--- src/include/afsg_defines.svh ---
// register map, field positions, reset values and timing counts of the frame-sync block
// Notes on behaviour
// - primary controller makes frame sync from internal bit clock when bit 7 set.
// - primary bit 6 inverts bit-clock polarity only for frame-sync generation.
// - primary ratio is 6-bit upper field joined with 8-bit lower byte.
// - secondary controller makes frame sync from internal bit clock when bit 7 set.
// - secondary bit 6 inverts bit-clock polarity only for its frame sync.
// - secondary ratio is 6-bit upper field joined with following lower byte.
// - status bit 7 shows a frame-sync to bit-clock ratio error on either port.
// - status bit 4 shows unsupported rate-converter ratio, masked under custom ratio.
// - status bit 3 shows a clock setup that gives no valid matching rate.
// - status bit 2 shows a clock setup that gives no valid density clock.
// - status bit 1 shows audio clock stopped for at least one millisecond.
// - reserved bits read zero; writes leave only the reset value there.
// - a port generates frame sync only while its controller select is one.
`ifndef AFSG_DEFINES_SVH
`define AFSG_DEFINES_SVH

// ==========================================================
// register offsets
`define AFSG_ADDR_PRI_CTRL 8'h38
`define AFSG_ADDR_PRI_LOW 8'h39
`define AFSG_ADDR_SEC_CTRL 8'h3A
`define AFSG_ADDR_SEC_LOW 8'h3B
`define AFSG_ADDR_STATUS 8'h3C

// ==========================================================
// field positions
`define AFSG_BIT_USE_INT 7
`define AFSG_BIT_INVERT 6
`define AFSG_UPPER_MSB 5
`define AFSG_STS_RATIO 7
`define AFSG_STS_SRC 4
`define AFSG_STS_DEM 3
`define AFSG_STS_PDM 2
`define AFSG_STS_STOP 1

// ==========================================================
// reset values
`define AFSG_CTRL_RST 8'h00
`define AFSG_LOW_RST 8'h00
`define AFSG_STS_RST 8'h00
`define AFSG_UNMAPPED_RD 8'h00

// ==========================================================
// timing
`define AFSG_CLK_STOP_US 1000
`define AFSG_MCLK_KHZ 25000
`define AFSG_STOP_CYCLES ((`AFSG_CLK_STOP_US * `AFSG_MCLK_KHZ + 999) / 1000)
`define AFSG_INT_BCLK_HALF 2

`endif

--- src/include/afsg_pkg.sv ---
// types shared by the frame-sync generator and its control top
package afsg_pkg;

  // bit clocks per frame
  typedef logic [13:0] afsg_ratio_t;

  // per-port generation settings
  typedef struct packed {
    logic controller;
    logic use_int;
    logic invert;
    afsg_ratio_t ratio;
  } afsg_cfg_s;

endpackage : afsg_pkg

--- src/include/afsg_port_if.sv ---
// settings and pin views passed between the top and one port generator
`timescale 1ns/1ps
interface afsg_port_if;
  import afsg_pkg::*;
  afsg_cfg_s cfg;
  logic int_bclk;
  logic ext_bclk;
  logic ext_fsync;
  logic fsync;
  logic fsync_oe;
  logic ratio_err;
  modport gen (input cfg, input int_bclk, input ext_bclk, input ext_fsync,
               output fsync, output fsync_oe, output ratio_err);
  modport ctl (output cfg, output int_bclk, output ext_bclk, output ext_fsync,
               input fsync, input fsync_oe, input ratio_err);
endinterface : afsg_port_if

--- src/hdl/afsg_fsync_gen.sv ---
// one serial port: frame-sync generation in controller mode, ratio check in target mode
`timescale 1ns/1ps
module afsg_fsync_gen (
  // clock, reset, enable
  input wire logic mclk,
  input wire logic rst,
  input wire logic ce,
  // port settings and pins
  afsg_port_if.gen port
);
  import afsg_pkg::*;

  logic gen_clk;
  logic gen_prev_r;
  logic gen_edge;
  logic bclk_prev_r;
  logic bclk_rise;
  logic fs_prev_r;
  logic fs_rise;
  logic run;
  afsg_ratio_t gen_cnt_r;
  afsg_ratio_t chk_cnt_r;
  logic armed_r;
  logic fsync_r;
  logic err_r;

  // ==========================================================
  // clock selection
  // inversion touches only the copy used to time the frame
  assign gen_clk = (port.cfg.use_int ? port.int_bclk : port.ext_bclk) ^ port.cfg.invert;
  assign gen_edge = gen_clk & ~gen_prev_r;
  assign bclk_rise = port.ext_bclk & ~bclk_prev_r;
  assign fs_rise = port.ext_fsync & ~fs_prev_r;
  assign run = port.cfg.controller && (port.cfg.ratio != 14'h0000);

  // edge history
  always_ff @(posedge mclk) begin
    if (rst) begin
      gen_prev_r <= 1'b0;
      bclk_prev_r <= 1'b0;
      fs_prev_r <= 1'b0;
    end else if (ce) begin
      gen_prev_r <= gen_clk;
      bclk_prev_r <= port.ext_bclk;
      fs_prev_r <= port.ext_fsync;
    end
  end

  // ==========================================================
  // frame counter: one-bit-clock-wide frame sync every ratio edges
  always_ff @(posedge mclk) begin
    if (rst) begin
      gen_cnt_r <= 14'h0000;
      fsync_r <= 1'b0;
    end else if (ce) begin
      if (!run) begin
        gen_cnt_r <= 14'h0000;
        fsync_r <= 1'b0;
      end else if (gen_edge) begin
        if (gen_cnt_r >= port.cfg.ratio - 14'h0001) begin
          gen_cnt_r <= 14'h0000;
          fsync_r <= 1'b1;
        end else begin
          gen_cnt_r <= gen_cnt_r + 14'h0001;
          fsync_r <= 1'b0;
        end
      end
    end
  end

  // ==========================================================
  // target-mode check of incoming frame length
  // first frame only arms, its length is unknown
  always_ff @(posedge mclk) begin
    if (rst) begin
      chk_cnt_r <= 14'h0000;
      armed_r <= 1'b0;
      err_r <= 1'b0;
    end else if (ce) begin
      if (port.cfg.controller || port.cfg.ratio == 14'h0000) begin
        chk_cnt_r <= 14'h0000;
        armed_r <= 1'b0;
        err_r <= 1'b0;
      end else if (fs_rise) begin
        chk_cnt_r <= {13'h0000, bclk_rise};
        armed_r <= 1'b1;
        err_r <= armed_r && (chk_cnt_r != port.cfg.ratio);
      end else if (bclk_rise && chk_cnt_r != 14'h3FFF) begin
        chk_cnt_r <= chk_cnt_r + 14'h0001;
      end
    end
  end

  assign port.fsync = fsync_r;
  assign port.fsync_oe = port.cfg.controller;
  assign port.ratio_err = err_r;

endmodule : afsg_fsync_gen

--- src/hdl/afsg_top.sv ---
// frame-sync generation settings and clock-error status for both serial ports
`timescale 1ns/1ps
`include "afsg_defines.svh"
module afsg_top #(
  parameter int unsigned STOP_CYCLES = `AFSG_STOP_CYCLES,
  parameter int unsigned INT_BCLK_HALF = `AFSG_INT_BCLK_HALF
) (
  // clock, reset, enable
  input wire logic mclk,
  input wire logic rst,
  input wire logic ce,
  // register port
  input wire logic reg_wr,
  input wire logic reg_rd,
  input wire logic [7:0] reg_addr,
  input wire logic [7:0] reg_wdata,
  output logic [7:0] reg_rdata,
  // port roles from the clock configuration
  input wire logic pri_port_controller_sel,
  input wire logic sec_port_controller_sel,
  // fault conditions from clock planning logic
  input wire logic rate_converter_ratio_fault,
  input wire logic custom_ratio_cfg,
  input wire logic element_matching_rate_fault,
  input wire logic density_clock_fault,
  // primary serial port pins
  input wire logic pri_bclk_in,
  output logic pri_bclk_out,
  output logic pri_bclk_oe,
  input wire logic pri_fsync_in,
  output logic pri_fsync_out,
  output logic pri_fsync_oe,
  // secondary serial port pins
  input wire logic sec_bclk_in,
  output logic sec_bclk_out,
  output logic sec_bclk_oe,
  input wire logic sec_fsync_in,
  output logic sec_fsync_out,
  output logic sec_fsync_oe,
  // audio clock source
  input wire logic audio_clk_in,
  // status views
  output logic audio_clock_stopped_flag,
  output afsg_pkg::afsg_ratio_t pri_ratio,
  output afsg_pkg::afsg_ratio_t sec_ratio
);
  import afsg_pkg::*;

  localparam int STOP_W = $clog2(STOP_CYCLES + 1);
  localparam int DIV_W = $clog2(INT_BCLK_HALF + 1);

  // ==========================================================
  // parameter checks
  generate
    if (STOP_CYCLES < 2) begin : g_bad_stop
      $error("STOP_CYCLES must be at least 2");
    end
    if (INT_BCLK_HALF < 1) begin : g_bad_div
      $error("INT_BCLK_HALF must be at least 1");
    end
  endgenerate

  logic [7:0] pri_ctrl_r;
  logic [7:0] pri_low_r;
  logic [7:0] sec_ctrl_r;
  logic [7:0] sec_low_r;
  logic [7:0] sts_r;
  logic [7:0] sts_nxt;
  logic [7:0] rdata_r;
  logic [4:0] pin_raw;
  logic [4:0] pin_meta_r;
  logic [4:0] pin_sync_r;
  logic aclk_prev_r;
  logic [STOP_W-1:0] stop_cnt_r;
  logic stop_flag;
  logic [DIV_W-1:0] div_cnt_r;
  logic int_bclk_r;
  afsg_cfg_s cfg_a [2];
  logic [1:0] fsync_a;
  logic [1:0] fsync_oe_a;
  logic [1:0] err_a;
  logic [1:0] ext_bclk_a;
  logic [1:0] ext_fsync_a;

  // ==========================================================
  // pin synchronisers
  assign pin_raw = {audio_clk_in, sec_fsync_in, sec_bclk_in, pri_fsync_in, pri_bclk_in};

  // two flops per pin
  genvar gi;
  generate
    for (gi = 0; gi < 5; gi++) begin : g_sync
      always_ff @(posedge mclk) begin
        if (rst) begin
          pin_meta_r[gi] <= 1'b0;
          pin_sync_r[gi] <= 1'b0;
        end else if (ce) begin
          pin_meta_r[gi] <= pin_raw[gi];
          pin_sync_r[gi] <= pin_meta_r[gi];
        end
      end
    end
  endgenerate

  assign ext_bclk_a = {pin_sync_r[2], pin_sync_r[0]};
  assign ext_fsync_a = {pin_sync_r[3], pin_sync_r[1]};

  // ==========================================================
  // internal bit clock divider
  always_ff @(posedge mclk) begin
    if (rst) begin
      div_cnt_r <= '0;
      int_bclk_r <= 1'b0;
    end else if (ce) begin
      if (div_cnt_r == DIV_W'(INT_BCLK_HALF - 1)) begin
        div_cnt_r <= '0;
        int_bclk_r <= ~int_bclk_r;
      end else begin
        div_cnt_r <= div_cnt_r + DIV_W'(1);
      end
    end
  end

  // ==========================================================
  // writable registers, control regs have no reserved bits
  always_ff @(posedge mclk) begin
    if (rst) begin
      pri_ctrl_r <= `AFSG_CTRL_RST;
      pri_low_r <= `AFSG_LOW_RST;
      sec_ctrl_r <= `AFSG_CTRL_RST;
      sec_low_r <= `AFSG_LOW_RST;
    end else if (ce && reg_wr) begin
      case (reg_addr)
        `AFSG_ADDR_PRI_CTRL: pri_ctrl_r <= reg_wdata;
        `AFSG_ADDR_PRI_LOW: pri_low_r <= reg_wdata;
        `AFSG_ADDR_SEC_CTRL: sec_ctrl_r <= reg_wdata;
        `AFSG_ADDR_SEC_LOW: sec_low_r <= reg_wdata;
        default: ; // status and unmapped writes dropped
      endcase
    end
  end

  // ==========================================================
  // per-port settings
  assign pri_ratio = {pri_ctrl_r[`AFSG_UPPER_MSB:0], pri_low_r};
  assign sec_ratio = {sec_ctrl_r[`AFSG_UPPER_MSB:0], sec_low_r};

  always_comb begin
    cfg_a[0].controller = pri_port_controller_sel;
    cfg_a[0].use_int = pri_ctrl_r[`AFSG_BIT_USE_INT];
    cfg_a[0].invert = pri_ctrl_r[`AFSG_BIT_INVERT];
    cfg_a[0].ratio = pri_ratio;
    cfg_a[1].controller = sec_port_controller_sel;
    cfg_a[1].use_int = sec_ctrl_r[`AFSG_BIT_USE_INT];
    cfg_a[1].invert = sec_ctrl_r[`AFSG_BIT_INVERT];
    cfg_a[1].ratio = sec_ratio;
  end

  // one generator per port
  generate
    for (gi = 0; gi < 2; gi++) begin : g_port
      afsg_port_if pif ();
      assign pif.cfg = cfg_a[gi];
      assign pif.int_bclk = int_bclk_r;
      assign pif.ext_bclk = ext_bclk_a[gi];
      assign pif.ext_fsync = ext_fsync_a[gi];
      assign fsync_a[gi] = pif.fsync;
      assign fsync_oe_a[gi] = pif.fsync_oe;
      assign err_a[gi] = pif.ratio_err;
      afsg_fsync_gen u_gen (
        .mclk(mclk),
        .rst(rst),
        .ce(ce),
        .port(pif.gen)
      );
    end
  endgenerate

  // ==========================================================
  // pin outputs; bit clock out keeps normal polarity
  assign pri_bclk_out = int_bclk_r;
  assign pri_bclk_oe = pri_port_controller_sel & pri_ctrl_r[`AFSG_BIT_USE_INT];
  assign sec_bclk_out = int_bclk_r;
  assign sec_bclk_oe = sec_port_controller_sel & sec_ctrl_r[`AFSG_BIT_USE_INT];
  assign pri_fsync_out = fsync_a[0];
  assign pri_fsync_oe = fsync_oe_a[0];
  assign sec_fsync_out = fsync_a[1];
  assign sec_fsync_oe = fsync_oe_a[1];

  // ==========================================================
  // audio clock stop detector, any level change restarts the count
  always_ff @(posedge mclk) begin
    if (rst) begin
      aclk_prev_r <= 1'b0;
      stop_cnt_r <= '0;
    end else if (ce) begin
      aclk_prev_r <= pin_sync_r[4];
      if (pin_sync_r[4] != aclk_prev_r) begin
        stop_cnt_r <= '0;
      end else if (stop_cnt_r != STOP_W'(STOP_CYCLES)) begin
        stop_cnt_r <= stop_cnt_r + STOP_W'(1);
      end
    end
  end

  assign stop_flag = (stop_cnt_r == STOP_W'(STOP_CYCLES));
  assign audio_clock_stopped_flag = sts_r[`AFSG_STS_STOP];

  // ==========================================================
  // status register follows live conditions, reserved bits zero
  always_comb begin
    sts_nxt = `AFSG_STS_RST;
    sts_nxt[`AFSG_STS_RATIO] = |err_a;
    sts_nxt[`AFSG_STS_SRC] = rate_converter_ratio_fault & ~custom_ratio_cfg;
    sts_nxt[`AFSG_STS_DEM] = element_matching_rate_fault;
    sts_nxt[`AFSG_STS_PDM] = density_clock_fault;
    sts_nxt[`AFSG_STS_STOP] = stop_flag;
  end

  // no write path reaches the status flags
  always_ff @(posedge mclk) begin
    if (rst) begin
      sts_r <= `AFSG_STS_RST;
    end else if (ce) begin
      sts_r <= sts_nxt;
    end
  end

  // ==========================================================
  // registered read data
  always_ff @(posedge mclk) begin
    if (rst) begin
      rdata_r <= `AFSG_UNMAPPED_RD;
    end else if (ce && reg_rd) begin
      case (reg_addr)
        `AFSG_ADDR_PRI_CTRL: rdata_r <= pri_ctrl_r;
        `AFSG_ADDR_PRI_LOW: rdata_r <= pri_low_r;
        `AFSG_ADDR_SEC_CTRL: rdata_r <= sec_ctrl_r;
        `AFSG_ADDR_SEC_LOW: rdata_r <= sec_low_r;
        `AFSG_ADDR_STATUS: rdata_r <= sts_r;
        default: rdata_r <= `AFSG_UNMAPPED_RD;
      endcase
    end
  end

  assign reg_rdata = rdata_r;

endmodule : afsg_top

--- config.mk ---
export PLATFORM = sky130hd
export DESIGN_NAME = afsg_top
export DESIGN_NICKNAME = d
export VERILOG_FILES = /design/src/include/afsg_pkg.sv /design/src/include/afsg_port_if.sv /design/src/hdl/afsg_fsync_gen.sv /design/src/hdl/afsg_top.sv
export VERILOG_INCLUDE_DIRS = /design/src /design/src/include
export SDC_FILE = /design/constraint.sdc
export NUM_CORES = 1
export LEC_CHECK = 0
export BUFFER_PORTS_ARGS = -buffer_cell sky130_fd_sc_hd__buf_2
export CAP_MARGIN = 15
export CORE_ASPECT_RATIO = 0.5
export CORE_MARGIN = 2
export CORE_UTILIZATION = 55
export CTS_CLUSTER_DIAMETER = 40
export CTS_CLUSTER_SIZE = 12
export DETAILED_ROUTE_END_ITERATION = 8
export GPL_TIMING_DRIVEN = 0
export PLACE_DENSITY = 0.77
export SYNTH_ARGS = -nofsm -noshare
export SYNTH_HDL_FRONTEND = slang
export SYNTH_SLANG_ARGS = --single-unit
--- constraint.sdc ---
create_clock -name mclk -period 3.7 [get_ports mclk]
set_input_delay 0.185 -clock mclk [delete_from_list [all_inputs] [get_ports mclk]]
set_output_delay 0.185 -clock mclk [all_outputs]
set_load 0.005 [all_outputs]
==> results of run 1 <==
[path summary, 6_finish.rpt]
kind / startpoint / endpoint / slack, ns / cells after the start
hold reg to reg: g_port[0].u_gen.port.fsync / g_port[0].u_gen.port.fsync / 0.46 / 2
setup / recovery: sec_ctrl_r[0] / g_port[1].u_gen.gen_cnt_r[12] / 0.16 / 12
hold / removal: pri_bclk_in / pin_meta_r[0] / -0.005 / 3
setup reg to reg: sec_ctrl_r[0] / g_port[1].u_gen.gen_cnt_r[12] / 0.16 / 12
[tightest hold or removal path, stage by stage]
cell and delay (ns):
sky130_fd_sc_hd__buf_2 0.08, sky130_fd_sc_hd__mux2i_1 0.05, sky130_fd_sc_hd__nor2_1 0.07
[per-stage QoR]
step	area (µm²)	power [mW]	util (%)	hold WS [ns]	setup TNS [ns]
6_report	9330	3.43	64.7	-0.00492	0
5_1_grt	9330	3.52	64.7	0.0241	-0.00451
4_1_cts	9300	3.43	64.5	0.000472	0
3_5_place_dp	8710	1.77	60.4	0.438	-0.529
3_3_place_gp	8710	1.76	60.4	0.419	-0.227
2_1_floorplan	8090	1.69	-	0.329	0
[layout make-up]
| cell class | instances | area [µm²] | area share [%] |
|---|---|---|---|
| plain buffers | 74 | 415 | 4.45 |
| clock buffers | 18 | 429 | 4.60 |
| clock inverters | 13 | 143 | 1.53 |
| inverters | 19 | 71.3 | 0.764 |
| multi-input cells | 718 | 4790 | 51.3 |
| flip-flops and latches | 142 | 2840 | 30.5 |
| well taps | 198 | 248 | 2.66 |
| repair buffers | 77 | 393 | 4.21 |
[cells by family after synthesis]
logic type      Yosys count  synth area share [%]
buf+inv                  93                  5.98
simple gates            370                  23.3
compound gates          163                  12.7
flops                   142                  35.1
mux                      63                  7.92
xor+xnor                 84                  9.09
fa+ha+maj                38                  5.88
[cells in the final DEF, fill, tap and decap left out, types with 7 or more instances in the layout]
master                      count
sky130_fd_sc_hd__a21oi_1       55
sky130_fd_sc_hd__a31oi_1        7
sky130_fd_sc_hd__and2_1         7
sky130_fd_sc_hd__and3_1        10
sky130_fd_sc_hd__and4_1         9
sky130_fd_sc_hd__buf_2         79
sky130_fd_sc_hd__buf_4         32
sky130_fd_sc_hd__clkbuf_1      36
sky130_fd_sc_hd__clkbuf_16     17
sky130_fd_sc_hd__dfxtp_1      142
sky130_fd_sc_hd__ha_1          38
sky130_fd_sc_hd__inv_1         18
sky130_fd_sc_hd__mux2_2         8
sky130_fd_sc_hd__mux2i_1       55
sky130_fd_sc_hd__nand2_1       55
sky130_fd_sc_hd__nand3_1       47
sky130_fd_sc_hd__nand4_1       24
sky130_fd_sc_hd__nor2_1       123
sky130_fd_sc_hd__nor2b_1        7
sky130_fd_sc_hd__nor3_1        24
sky130_fd_sc_hd__nor4_1        11
sky130_fd_sc_hd__o21ai_0       40
sky130_fd_sc_hd__or3_1         20
sky130_fd_sc_hd__xnor2_1       42
sky130_fd_sc_hd__xor2_1        42
[flip-flops by register name, summed over array words and instances (netlist names), 5 cells and up]
signal                  count
sec_ctrl_r                  8
pin_meta_r                  5
sec_low_r                   8
pri_low_r                   8
reg_rdata                   8
g_port.u_gen.chk_cnt_r     28
stop_cnt_r                 15
g_port.u_gen.gen_cnt_r     28
sts_r                       5
pri_ctrl_r                  8
[layer usage]
| metal | vias to the layer above | global-route usage, % |
|---|---|---|
| li1 | 3587 | - |
| met4 | 0 | 9.99 |
| met2 | 329 | 46.4 |
| met3 | 58 | 5.75 |
| met1 | 3627 | 38.3 |
| met5 | - | 0 |
[where the power goes]
group	leakage [nW]	switching [mW]	internal (mW)
Sequential	1.15	0.0139	1.55
Combinational	2.67	0.120	0.0622
Clock	0.276	0.702	0.990
Total	4.10	0.836	2.60
[what timing repair did]
item                                    4_1_cts  5_1_grt
pin swaps                                     0        1
resized for setup                             2        6
endpoints found under the setup margin       10       20
setup buffers                                 0        0
hold buffers                                  1        0
endpoints found under the hold margin         1        0
==> results_dict.tcl, run 1 <==
set metrics [dict create \
    critical_setup_path_kind "reg -> reg" \
    worst_hold_path_type "in -> reg" \
    detailed_router_iteration_count_before_antenna_repair 6 \
    tritoncts_clock_tree "built" \
    maxSlewViolCount 0 \
    h-tree-depth 4 \
    static-leakage-power_nw 4.10 \
    power.ir.vdd_worst_mv 0.332 \
    setup_violations 0 \
    num-nets-final 1119 \
    wl_met1_um 9860 \
    synth-edff-count 0 \
    report.final.hold_viol_count 1 \
    yosys_most_used_dff "sky130_fd_sc_hd__dfxtp_1" \
    dp_slack_ns -0.0826 \
    timing.critical_path.slowest_stage_cell "sky130_fd_sc_hd__or4_1" \
    cts_made_buffers 17 \
    timing.final.crit_share_pct 95.8 \
    antenna_violations_before_repair 0 \
    gpl.final_weighted_congestion 0.916 \
    kind_of_launch_point_of_the_worst_setup_path "flop" \
    synth_cell_types 64 \
    synth_common_cells "sky130_fd_sc_hd__dfxtp_1, sky130_fd_sc_hd__nor2_1, sky130_fd_sc_hd__a21oi_1, sky130_fd_sc_hd__mux2i_1, sky130_fd_sc_hd__nand2_1" \
    drive_gt1_share_pct 15.5 \
    ys_ff_latch 142 \
    chipHeight_um 89.8 \
    min_period_ns 3.54 \
    timing_worst_slew_pin_value_ns 1.14 \
    route.antenna.remaining_nets 0 \
    fmaxAchievable_mhz 282 \
    hold_ws_ns -0.00492 \
    number_of_global_route_vias_before_repair 7297 \
    ctsLongestPathBuffers 2 \
    placement_rows 31 \
    synth_instances 953 \
    worstSkewPairLatency_ns 0.43 \
    timing.critical_path.slowest_cell_delay_ns 0.63 \
    clock_tree.root_cell "sky130_fd_sc_hd__clkbuf_16" \
    critPathRequiredTime_ns 4.06 \
    grt_use_total_pct 28.7 \
    cp.arrival_ns 3.90 \
    top_layer_used "met4" \
    postRouteWirelength_um 22500 \
    finalNonFillerCells 1259 \
    ios 77 \
    route.met3.wl_um 1870 \
    synth_largest_type_area_fraction_pct 35.1 \
    grt_pass1_wl_um 36300 \
    dr_wl_met2_um 10200 \
    worst_path_dominant_cell_family "simple AND/OR/NAND/NOR gates" \
    clock-sinks 142 \
    grt_max_degree 17 \
    sequence_of_cells_on_the_critical_path "clkbuf_1 -> or4_1 -> or3_4 -> nor2_1 -> xnor2_1 -> ha_1 -> and4_1 -> a221o_1 -> a31oi_4 -> o21ai_1 -> buf_2 -> a21oi_1" \
    cap_violations 0 \
    vias_after_detailed_routing 7601 \
    synth_area_leaders "sky130_fd_sc_hd__dfxtp_1, sky130_fd_sc_hd__mux2i_1, sky130_fd_sc_hd__ha_1, sky130_fd_sc_hd__nor2_1, sky130_fd_sc_hd__xnor2_1" \
    syn-num-nets 1023 \
    grt_overflow_total 0 \
    wire_per_inst_um 17.9 \
    top_count_cell_post_synth "sky130_fd_sc_hd__dfxtp_1" \
    core_area_um2 14400 \
    drcViolationCount 0 \
    detail_route.vias_per_cell 6.04 \
    finClkSkew_ns 0.0110 \
    path_max_fanout 10 \
    synth.cell_area_um2 8090 \
    path_clk_slew_ns 0.06 \
    worst-path-buf-inv 2 \
    powerDensity_nw_per_um2 368 \
    timing.slew.headroom_pct 21.7 \
    initial_utilization_pct 56.1 \
    per_instance_average_area_after_synthesis_um2 8.49 \
    die_width_um 176 \
    outcome "finished with violations" \
    drt-initial-drc-count 766 \
    synth_sequential_area_ratio_pct 35.1 \
    synth_top_area_cell "sky130_fd_sc_hd__dfxtp_1" \
    hpwl_after_detailed_placement_um 16200 \
    crit_path_end_kind "flop" \
    ys_async_sr_fraction_pct 0 \
    buffer_ports.inserted 74 \
    area_growth_pct 15.3 \
    dieArea_um2 15800 \
    fillCellCount 1215 \
    placed_cells 1226 \
    antenna_cells_inserted 0 \
    layout_setup_ws_ns 0.156 \
    synth-warning-count 0 \
    failed_checks "hold timing" \
]
Note: power is estimated with default switching activity, not from simulation.
==> run 2, diff against run 1 <==
--- a/config.mk
+++ b/config.mk
@@ -14,7 +14,6 @@
 export CTS_CLUSTER_DIAMETER = 40
 export CTS_CLUSTER_SIZE = 12
 export DETAILED_ROUTE_END_ITERATION = 8
-export GPL_TIMING_DRIVEN = 0
 export PLACE_DENSITY = 0.77
 export SYNTH_ARGS = -nofsm -noshare
 export SYNTH_HDL_FRONTEND = slang
==> results_dict.tcl, run 2 (synthesis gave the netlist of run 1 again) <==
set metrics [dict create \
    outcome "finished, final reports clean" \
    grt_use_total_pct 26.8 \
    power.share.sequential_pct 45.8 \
    largest_registers "g_port.u_gen.chk_cnt_r (28), g_port.u_gen.gen_cnt_r (28), stop_cnt_r (15)" \
    core_area_um2 14400 \
    crit_path_end_kind "flop" \
    drcViolationCount 0 \
    cp.arrival_ns 3.71 \
    detail_route.vias_per_cell 6.00 \
    grt_overflow_total 0 \
    ctsLongestPathBuffers 2 \
    timing.critical_path.slowest_stage_cell "sky130_fd_sc_hd__or4_4" \
    power_switching_share_pct 24.9 \
    report.final.hold_viol_count 0 \
    area_growth_pct 11.8 \
    powerDensity_nw_per_um2 377 \
    route.antenna.remaining_nets 0 \
    most_frequent_cells_in_the_layout "sky130_fd_sc_hd__dfxtp_1, sky130_fd_sc_hd__nor2_1, sky130_fd_sc_hd__buf_2" \
    timing.hold.worst_path_depth 3 \
    min-delay-start "sec_fsync_in" \
    grt_setup_unrepaired "false" \
    worstRegToRegCells 12 \
    clock_power_share_pct 49.3 \
    path_common_cell "sky130_fd_sc_hd__a21o_1" \
    dieArea_um2 15800 \
    number_of_global_route_vias_before_repair 6770 \
    worstSkewPairLatency_ns 0.43 \
    critPathRequiredTime_ns 4.05 \
    static-leakage-power_nw 3.95 \
    layout_setup_ws_ns 0.344 \
    finalNonFillerCells 1206 \
    antenna_violations_before_repair 0 \
    final_core_utilization_pct 62.7 \
    min_period_ns 3.36 \
    worst_flop_to_flop_path_startpoint "sec_low_r[6]" \
    kind_of_launch_point_of_the_worst_setup_path "flop" \
    power.ir.vdd_worst_mv 0.345 \
    top_usage_layer "met2" \
    buffer_ports.inserted 76 \
    internal_power_mw 2.56 \
    timing.hold.worst_endpoint "pin_meta_r[3]" \
    chipHeight_um 89.8 \
    timing.critical_path.slowest_cell_delay_ns 0.56 \
    groute.layer.met2.usage_pct 42.7 \
    die_width_um 176 \
    critical_setup_path_kind "reg -> reg" \
    antenna_cells_inserted 0 \
    hpwl_after_detailed_placement_um 14900 \
    clock-sinks 142 \
    dpl-instance-area_um2 8430 \
    worst_hold_path_type "in -> reg" \
    wire_per_inst_um 17.3 \
    grt.met1_usage_pct 37.1 \
    grt_pass1_wl_um 34100 \
    sequence_of_cells_on_the_critical_path "or4_4 -> or3_1 -> nor3_1 -> xnor2_1 -> ha_1 -> a21o_1 -> a21o_1 -> a221o_1 -> a31oi_1 -> o21ai_1 -> clkbuf_2 -> a21oi_1" \
    clock_tree.root_cell "sky130_fd_sc_hd__clkbuf_16" \
    detailed_router_iteration_count_before_antenna_repair 7 \
    timing.final.crit_share_pct 90.7 \
    path_clk_slew_ns 0.06 \
    timing_worst_slew_pin_value_ns 1.11 \
    drt-initial-drc-count 715 \
    dp_slack_ns 0.111 \
    mostFrequentLayoutCell "sky130_fd_sc_hd__dfxtp_1" \
    initial_utilization_pct 56.1 \
    power.share.combinational_pct 4.9 \
    cts_made_buffers 17 \
    h-tree-depth 4 \
    grt_max_degree 66 \
    r2r_setup_slack_ns 0.34 \
    fin_area_um2 9040 \
    cap_violations 0 \
    num-nets-final 1066 \
    finalSetupTns_ns 0 \
    tritoncts_clock_tree "built" \
    fmaxAchievable_mhz 298 \
    r2r_end "g_port[1].u_gen.gen_cnt_r[8]" \
    ios 77 \
    setup_violations 0 \
    cts_setup_buffers 0 \
    gpl.final_weighted_congestion 0.913 \
    switchingPower_mw 0.847 \
    finClkSkew_ns 0.0133 \
    vias_after_detailed_routing 7235 \
    placed_cells 1170 \
    maxSlewViolCount 0 \
    groute.layer.met3.usage_pct 5.20 \
    drive_gt1_share_pct 14.3 \
    postRouteWirelength_um 20900 \
    timing.slew.headroom_pct 25.7 \
    path_max_fanout 7 \
    placement_rows 31 \
]
[run 2: cell types whose count changed in the layout (fill, tap and decap cells not counted), moves of 2 or more]
cell,before,now
sky130_fd_sc_hd__dlygate4sd3_1,1,4
sky130_fd_sc_hd__buf_4,32,17
sky130_fd_sc_hd__buf_2,79,76
sky130_fd_sc_hd__clkbuf_1,36,0
sky130_fd_sc_hd__clkinv_4,5,1
sky130_fd_sc_hd__inv_6,1,6
sky130_fd_sc_hd__buf_6,2,0
[run 2: worst max-delay path, delay by kind of cell (launching register included)]
kind | cells | cell delay, ns
AO/OA/AOI/OAI | 6 | 1.12
AND/OR/NAND/NOR | 3 | 1.09
flip-flops | 1 | 0.40
adder cells (fa/ha/maj) | 1 | 0.27
buffers and inverters | 1 | 0.23
XOR/XNOR | 1 | 0.16
[run 2: metrics by stage]
step                total power, mW  hold WS, ns
floorplan                      1.69        0.329
global route                   3.49       0.0248
global placement               1.75        0.419
finish                         3.41       0.0151
CTS                            3.41       0.0178
detailed placement             1.75        0.424
[run 2: timing repair]
item | 4_1_cts | 5_1_grt
endpoints found under the hold margin | 4 | 0
hold buffers | 4 | 0
gates resized for setup | 0 | 1
endpoints found under the setup margin | 0 | 2
[run 2: worst max path at each step]
stage	start	endpoint	slack (ns)	cells after the start
2_1_floorplan	sec_low_r[4]	g_port[1].u_gen.gen_cnt_r[12]	0.44	13
3_3_place_gp	sec_ctrl_r[0]	g_port[1].u_gen.gen_cnt_r[7]	0.27	10
3_5_place_dp	sec_ctrl_r[0]	g_port[1].u_gen.gen_cnt_r[10]	0.11	10
4_1_cts	sec_ctrl_r[0]	g_port[1].u_gen.gen_cnt_r[9]	0.12	10
5_1_grt	sec_low_r[6]	g_port[1].u_gen.gen_cnt_r[8]	0.08	12
6_report	sec_low_r[6]	g_port[1].u_gen.gen_cnt_r[8]	0.34	12
[run 2: layer usage]
layer | wire (µm) | vias to the layer above
li1 | - | 3473
met3 | 1320 | 40
met4 | 340 | 0
met5 | 0 | -
met2 | 9540 | 242
met1 | 9700 | 3480
[run 2: power groups by stage]
stage / registers, mW / logic, mW / clock network (mW)
final: 1.56 / 0.167 / 1.68
after detailed placement: 1.59 / 0.159 / 0
after global routing: 1.56 / 0.184 / 1.75
after floorplan: 1.59 / 0.106 / 0
after global placement: 1.59 / 0.156 / 0
after CTS: 1.56 / 0.165 / 1.69
[run 2: area by class of cell]
class	instances	area, µm²
fillers	1208	5380
multi-input cells	718	4760
flip-flops and latches	142	2840
repair buffers	98	553
clock buffers	18	439
well taps	198	248
clock inverters	13	128
inverters	19	71.3
==> run 3, diff against run 2 <==
--- a/config.mk
+++ b/config.mk
@@ -7,14 +7,16 @@
 export NUM_CORES = 1
 export LEC_CHECK = 0
 export BUFFER_PORTS_ARGS = -buffer_cell sky130_fd_sc_hd__buf_2
-export CAP_MARGIN = 15
+export CAP_MARGIN = 20
+export CELL_PAD_IN_SITES_DETAIL_PLACEMENT = 1
+export CELL_PAD_IN_SITES_GLOBAL_PLACEMENT = 1
 export CORE_ASPECT_RATIO = 0.5
 export CORE_MARGIN = 2
-export CORE_UTILIZATION = 55
+export CORE_UTILIZATION = 45
 export CTS_CLUSTER_DIAMETER = 40
 export CTS_CLUSTER_SIZE = 12
 export DETAILED_ROUTE_END_ITERATION = 8
-export PLACE_DENSITY = 0.77
+export PLACE_DENSITY = 0.82
 export SYNTH_ARGS = -nofsm -noshare
 export SYNTH_HDL_FRONTEND = slang
 export SYNTH_SLANG_ARGS = --single-unit
==> results_dict.tcl, run 3 (synthesis gave the netlist of run 1 again) <==
set metrics [dict create \
    outcome "finished, final reports clean" \
    most_frequent_cells_in_the_layout "sky130_fd_sc_hd__dfxtp_1, sky130_fd_sc_hd__nor2_1, sky130_fd_sc_hd__buf_2" \
    antenna_cells_inserted 0 \
    chipHeight_um 98.8 \
    path_max_fanout 12 \
    finalSetupTns_ns 0 \
    drcViolationCount 0 \
    power.ir.vdd_worst_mv 0.339 \
    route.antenna.remaining_nets 0 \
    grt_setup_unrepaired "false" \
    detail_route.vias_per_cell 5.91 \
    timing.final.crit_share_pct 93.8 \
    switchingPower_mw 0.856 \
    gpl.final_weighted_congestion 0.880 \
    wire_per_inst_um 20.4 \
    antenna_violations_before_repair 0 \
    timing.critical_path.slowest_cell_delay_ns 0.56 \
    worstSkewPairLatency_ns 0.44 \
    tritoncts_clock_tree "built" \
    buffer_ports.inserted 76 \
    ios 77 \
    static-leakage-power_nw 3.96 \
    worst_path_dominant_cell_family "compound AO/OA/AOI/OAI gates" \
    crit_path_end_kind "flop" \
    placement_rows 34 \
    clock_tree.root_cell "sky130_fd_sc_hd__clkbuf_16" \
    sequence_of_cells_on_the_critical_path "or4_4 -> or3_1 -> nor3_1 -> xnor2_1 -> ha_1 -> a21o_1 -> a21o_1 -> a221o_1 -> a31oi_1 -> o21ai_0 -> buf_4 -> a21oi_1" \
    grt_overflow_total 0 \
    placed_cells 1207 \
    min-delay-start "pri_bclk_in" \
    cts_made_buffers 17 \
    critical_setup_path_kind "reg -> reg" \
    power.share.sequential_pct 44.9 \
    dieArea_um2 19100 \
    grt_use_total_pct 27.2 \
    timing.slew.headroom_pct 28.7 \
    critPathRequiredTime_ns 4.06 \
    power_switching_share_pct 24.6 \
    kind_of_launch_point_of_the_worst_setup_path "flop" \
    maxSlewViolCount 0 \
    report.final.hold_viol_count 0 \
    number_of_global_route_vias_before_repair 7614 \
    worst_flop_to_flop_path_startpoint "sec_low_r[6]" \
    setup_violations 0 \
    worst_hold_path_type "in -> reg" \
    detailed_router_iteration_count_before_antenna_repair 5 \
    grt_max_degree 66 \
    power.share.combinational_pct 5.1 \
    fillCellCount 2101 \
    drt-initial-drc-count 442 \
    powerDensity_nw_per_um2 381 \
    timing.critical_path.slowest_stage_cell "sky130_fd_sc_hd__or4_4" \
    clock-sinks 142 \
    h-tree-depth 4 \
    ctsLongestPathBuffers 2 \
    drive_gt1_share_pct 14.2 \
    vias_after_detailed_routing 7349 \
    internal_power_mw 2.62 \
    crit_start "sec_low_r[6]" \
    finClkSkew_ns 0.0123 \
    area_growth_pct 12.8 \
    cap_violations 0 \
    clock_power_share_pct 50.1 \
    initial_utilization_pct 46.3 \
    worst-path-buf-inv 1 \
    fmaxAchievable_mhz 288 \
    power.total_mw 3.48 \
    path_common_cell "sky130_fd_sc_hd__a21o_1" \
    path_clk_slew_ns 0.07 \
    postRouteWirelength_um 25300 \
    core_area_um2 17500 \
    grt_pass1_wl_um 40900 \
    die_width_um 194 \
    mostFrequentLayoutCell "sky130_fd_sc_hd__dfxtp_1" \
    num-nets-final 1067 \
    cp.arrival_ns 3.83 \
    hpwl_after_detailed_placement_um 17900 \
    largest_registers "g_port.u_gen.chk_cnt_r (28), g_port.u_gen.gen_cnt_r (28), stop_cnt_r (15)" \
    finalNonFillerCells 1244 \
    timing_worst_slew_pin_value_ns 1.05 \
    cts_setup_buffers 0 \
    min_period_ns 3.47 \
]
[run 3: metal layers]
| metal | wire [µm] | track usage, % | up-vias | part of all wire (%) |
|---|---|---|---|---|
| li1 | - | - | 3471 | - |
| met1 | 11500 | 34.8 | 3639 | 45 |
| met2 | 12000 | 45.3 | 198 | 47 |
| met3 | 1370 | 5.54 | 41 | 5.4 |
| met4 | 522 | 11.0 | 0 | 2.1 |
| met5 | 0 | 0 | - | 0 |
[run 3: per-stage QoR]
stage                     instance area [µm²]  hold WS (ns)  worst slack (ns)  util, %
after detailed placement                 8490         0.432             0.286     48.5
after global routing                     9130        0.0598            0.0189     52.2
final                                    9130        0.0221             0.228     52.2
after CTS                                9120       0.00933             0.246     52.2
after floorplan                          8090         0.329             0.443        -
after global placement                   8490         0.419             0.468     48.5
[run 3: final cells by class]
cell class | instances | area (µm²) | share of cell area, %
Clock buffer | 20 | 447 | 4.89
Inverter | 19 | 71.3 | 0.781
Clock inverter | 12 | 136 | 1.49
Multi-Input combinational cell | 718 | 4770 | 52.3
Timing Repair Buffer | 99 | 566 | 6.20
Tap cell | 234 | 293 | 3.21
Sequential cell | 142 | 2840 | 31.1
[run 3: worst min-delay path: cells and delay by family]
family                 cells  cell delay, ns
and+or+nand+nor            1            0.09
buffers and inverters      1            0.08
muxes                      1            0.06
[run 3: power groups by stage]
stage	clock (mW)	combinational, mW	sequential, mW
global placement	0	0.163	1.59
finish	1.74	0.176	1.56
CTS	1.77	0.176	1.56
global route	1.84	0.193	1.56
floorplan	0	0.106	1.59
detailed placement	0	0.169	1.59
[run 3: path summary, 6_finish.rpt]
kind	endpoint	slack, ns	cells after the start
setup / recovery	g_port[1].u_gen.gen_cnt_r[8]	0.23	12
hold / removal	pin_meta_r[0]	0.02	3
setup reg to reg	g_port[1].u_gen.gen_cnt_r[8]	0.23	12
hold reg to reg	g_port[0].u_gen.port.fsync	0.46	2
[run 3: timing repair]
action                                  4_1_cts  5_1_grt
endpoints found under the hold margin         5        0
endpoints found under the setup margin        0        1
gates resized for setup                       0        1
hold buffers                                  5        0
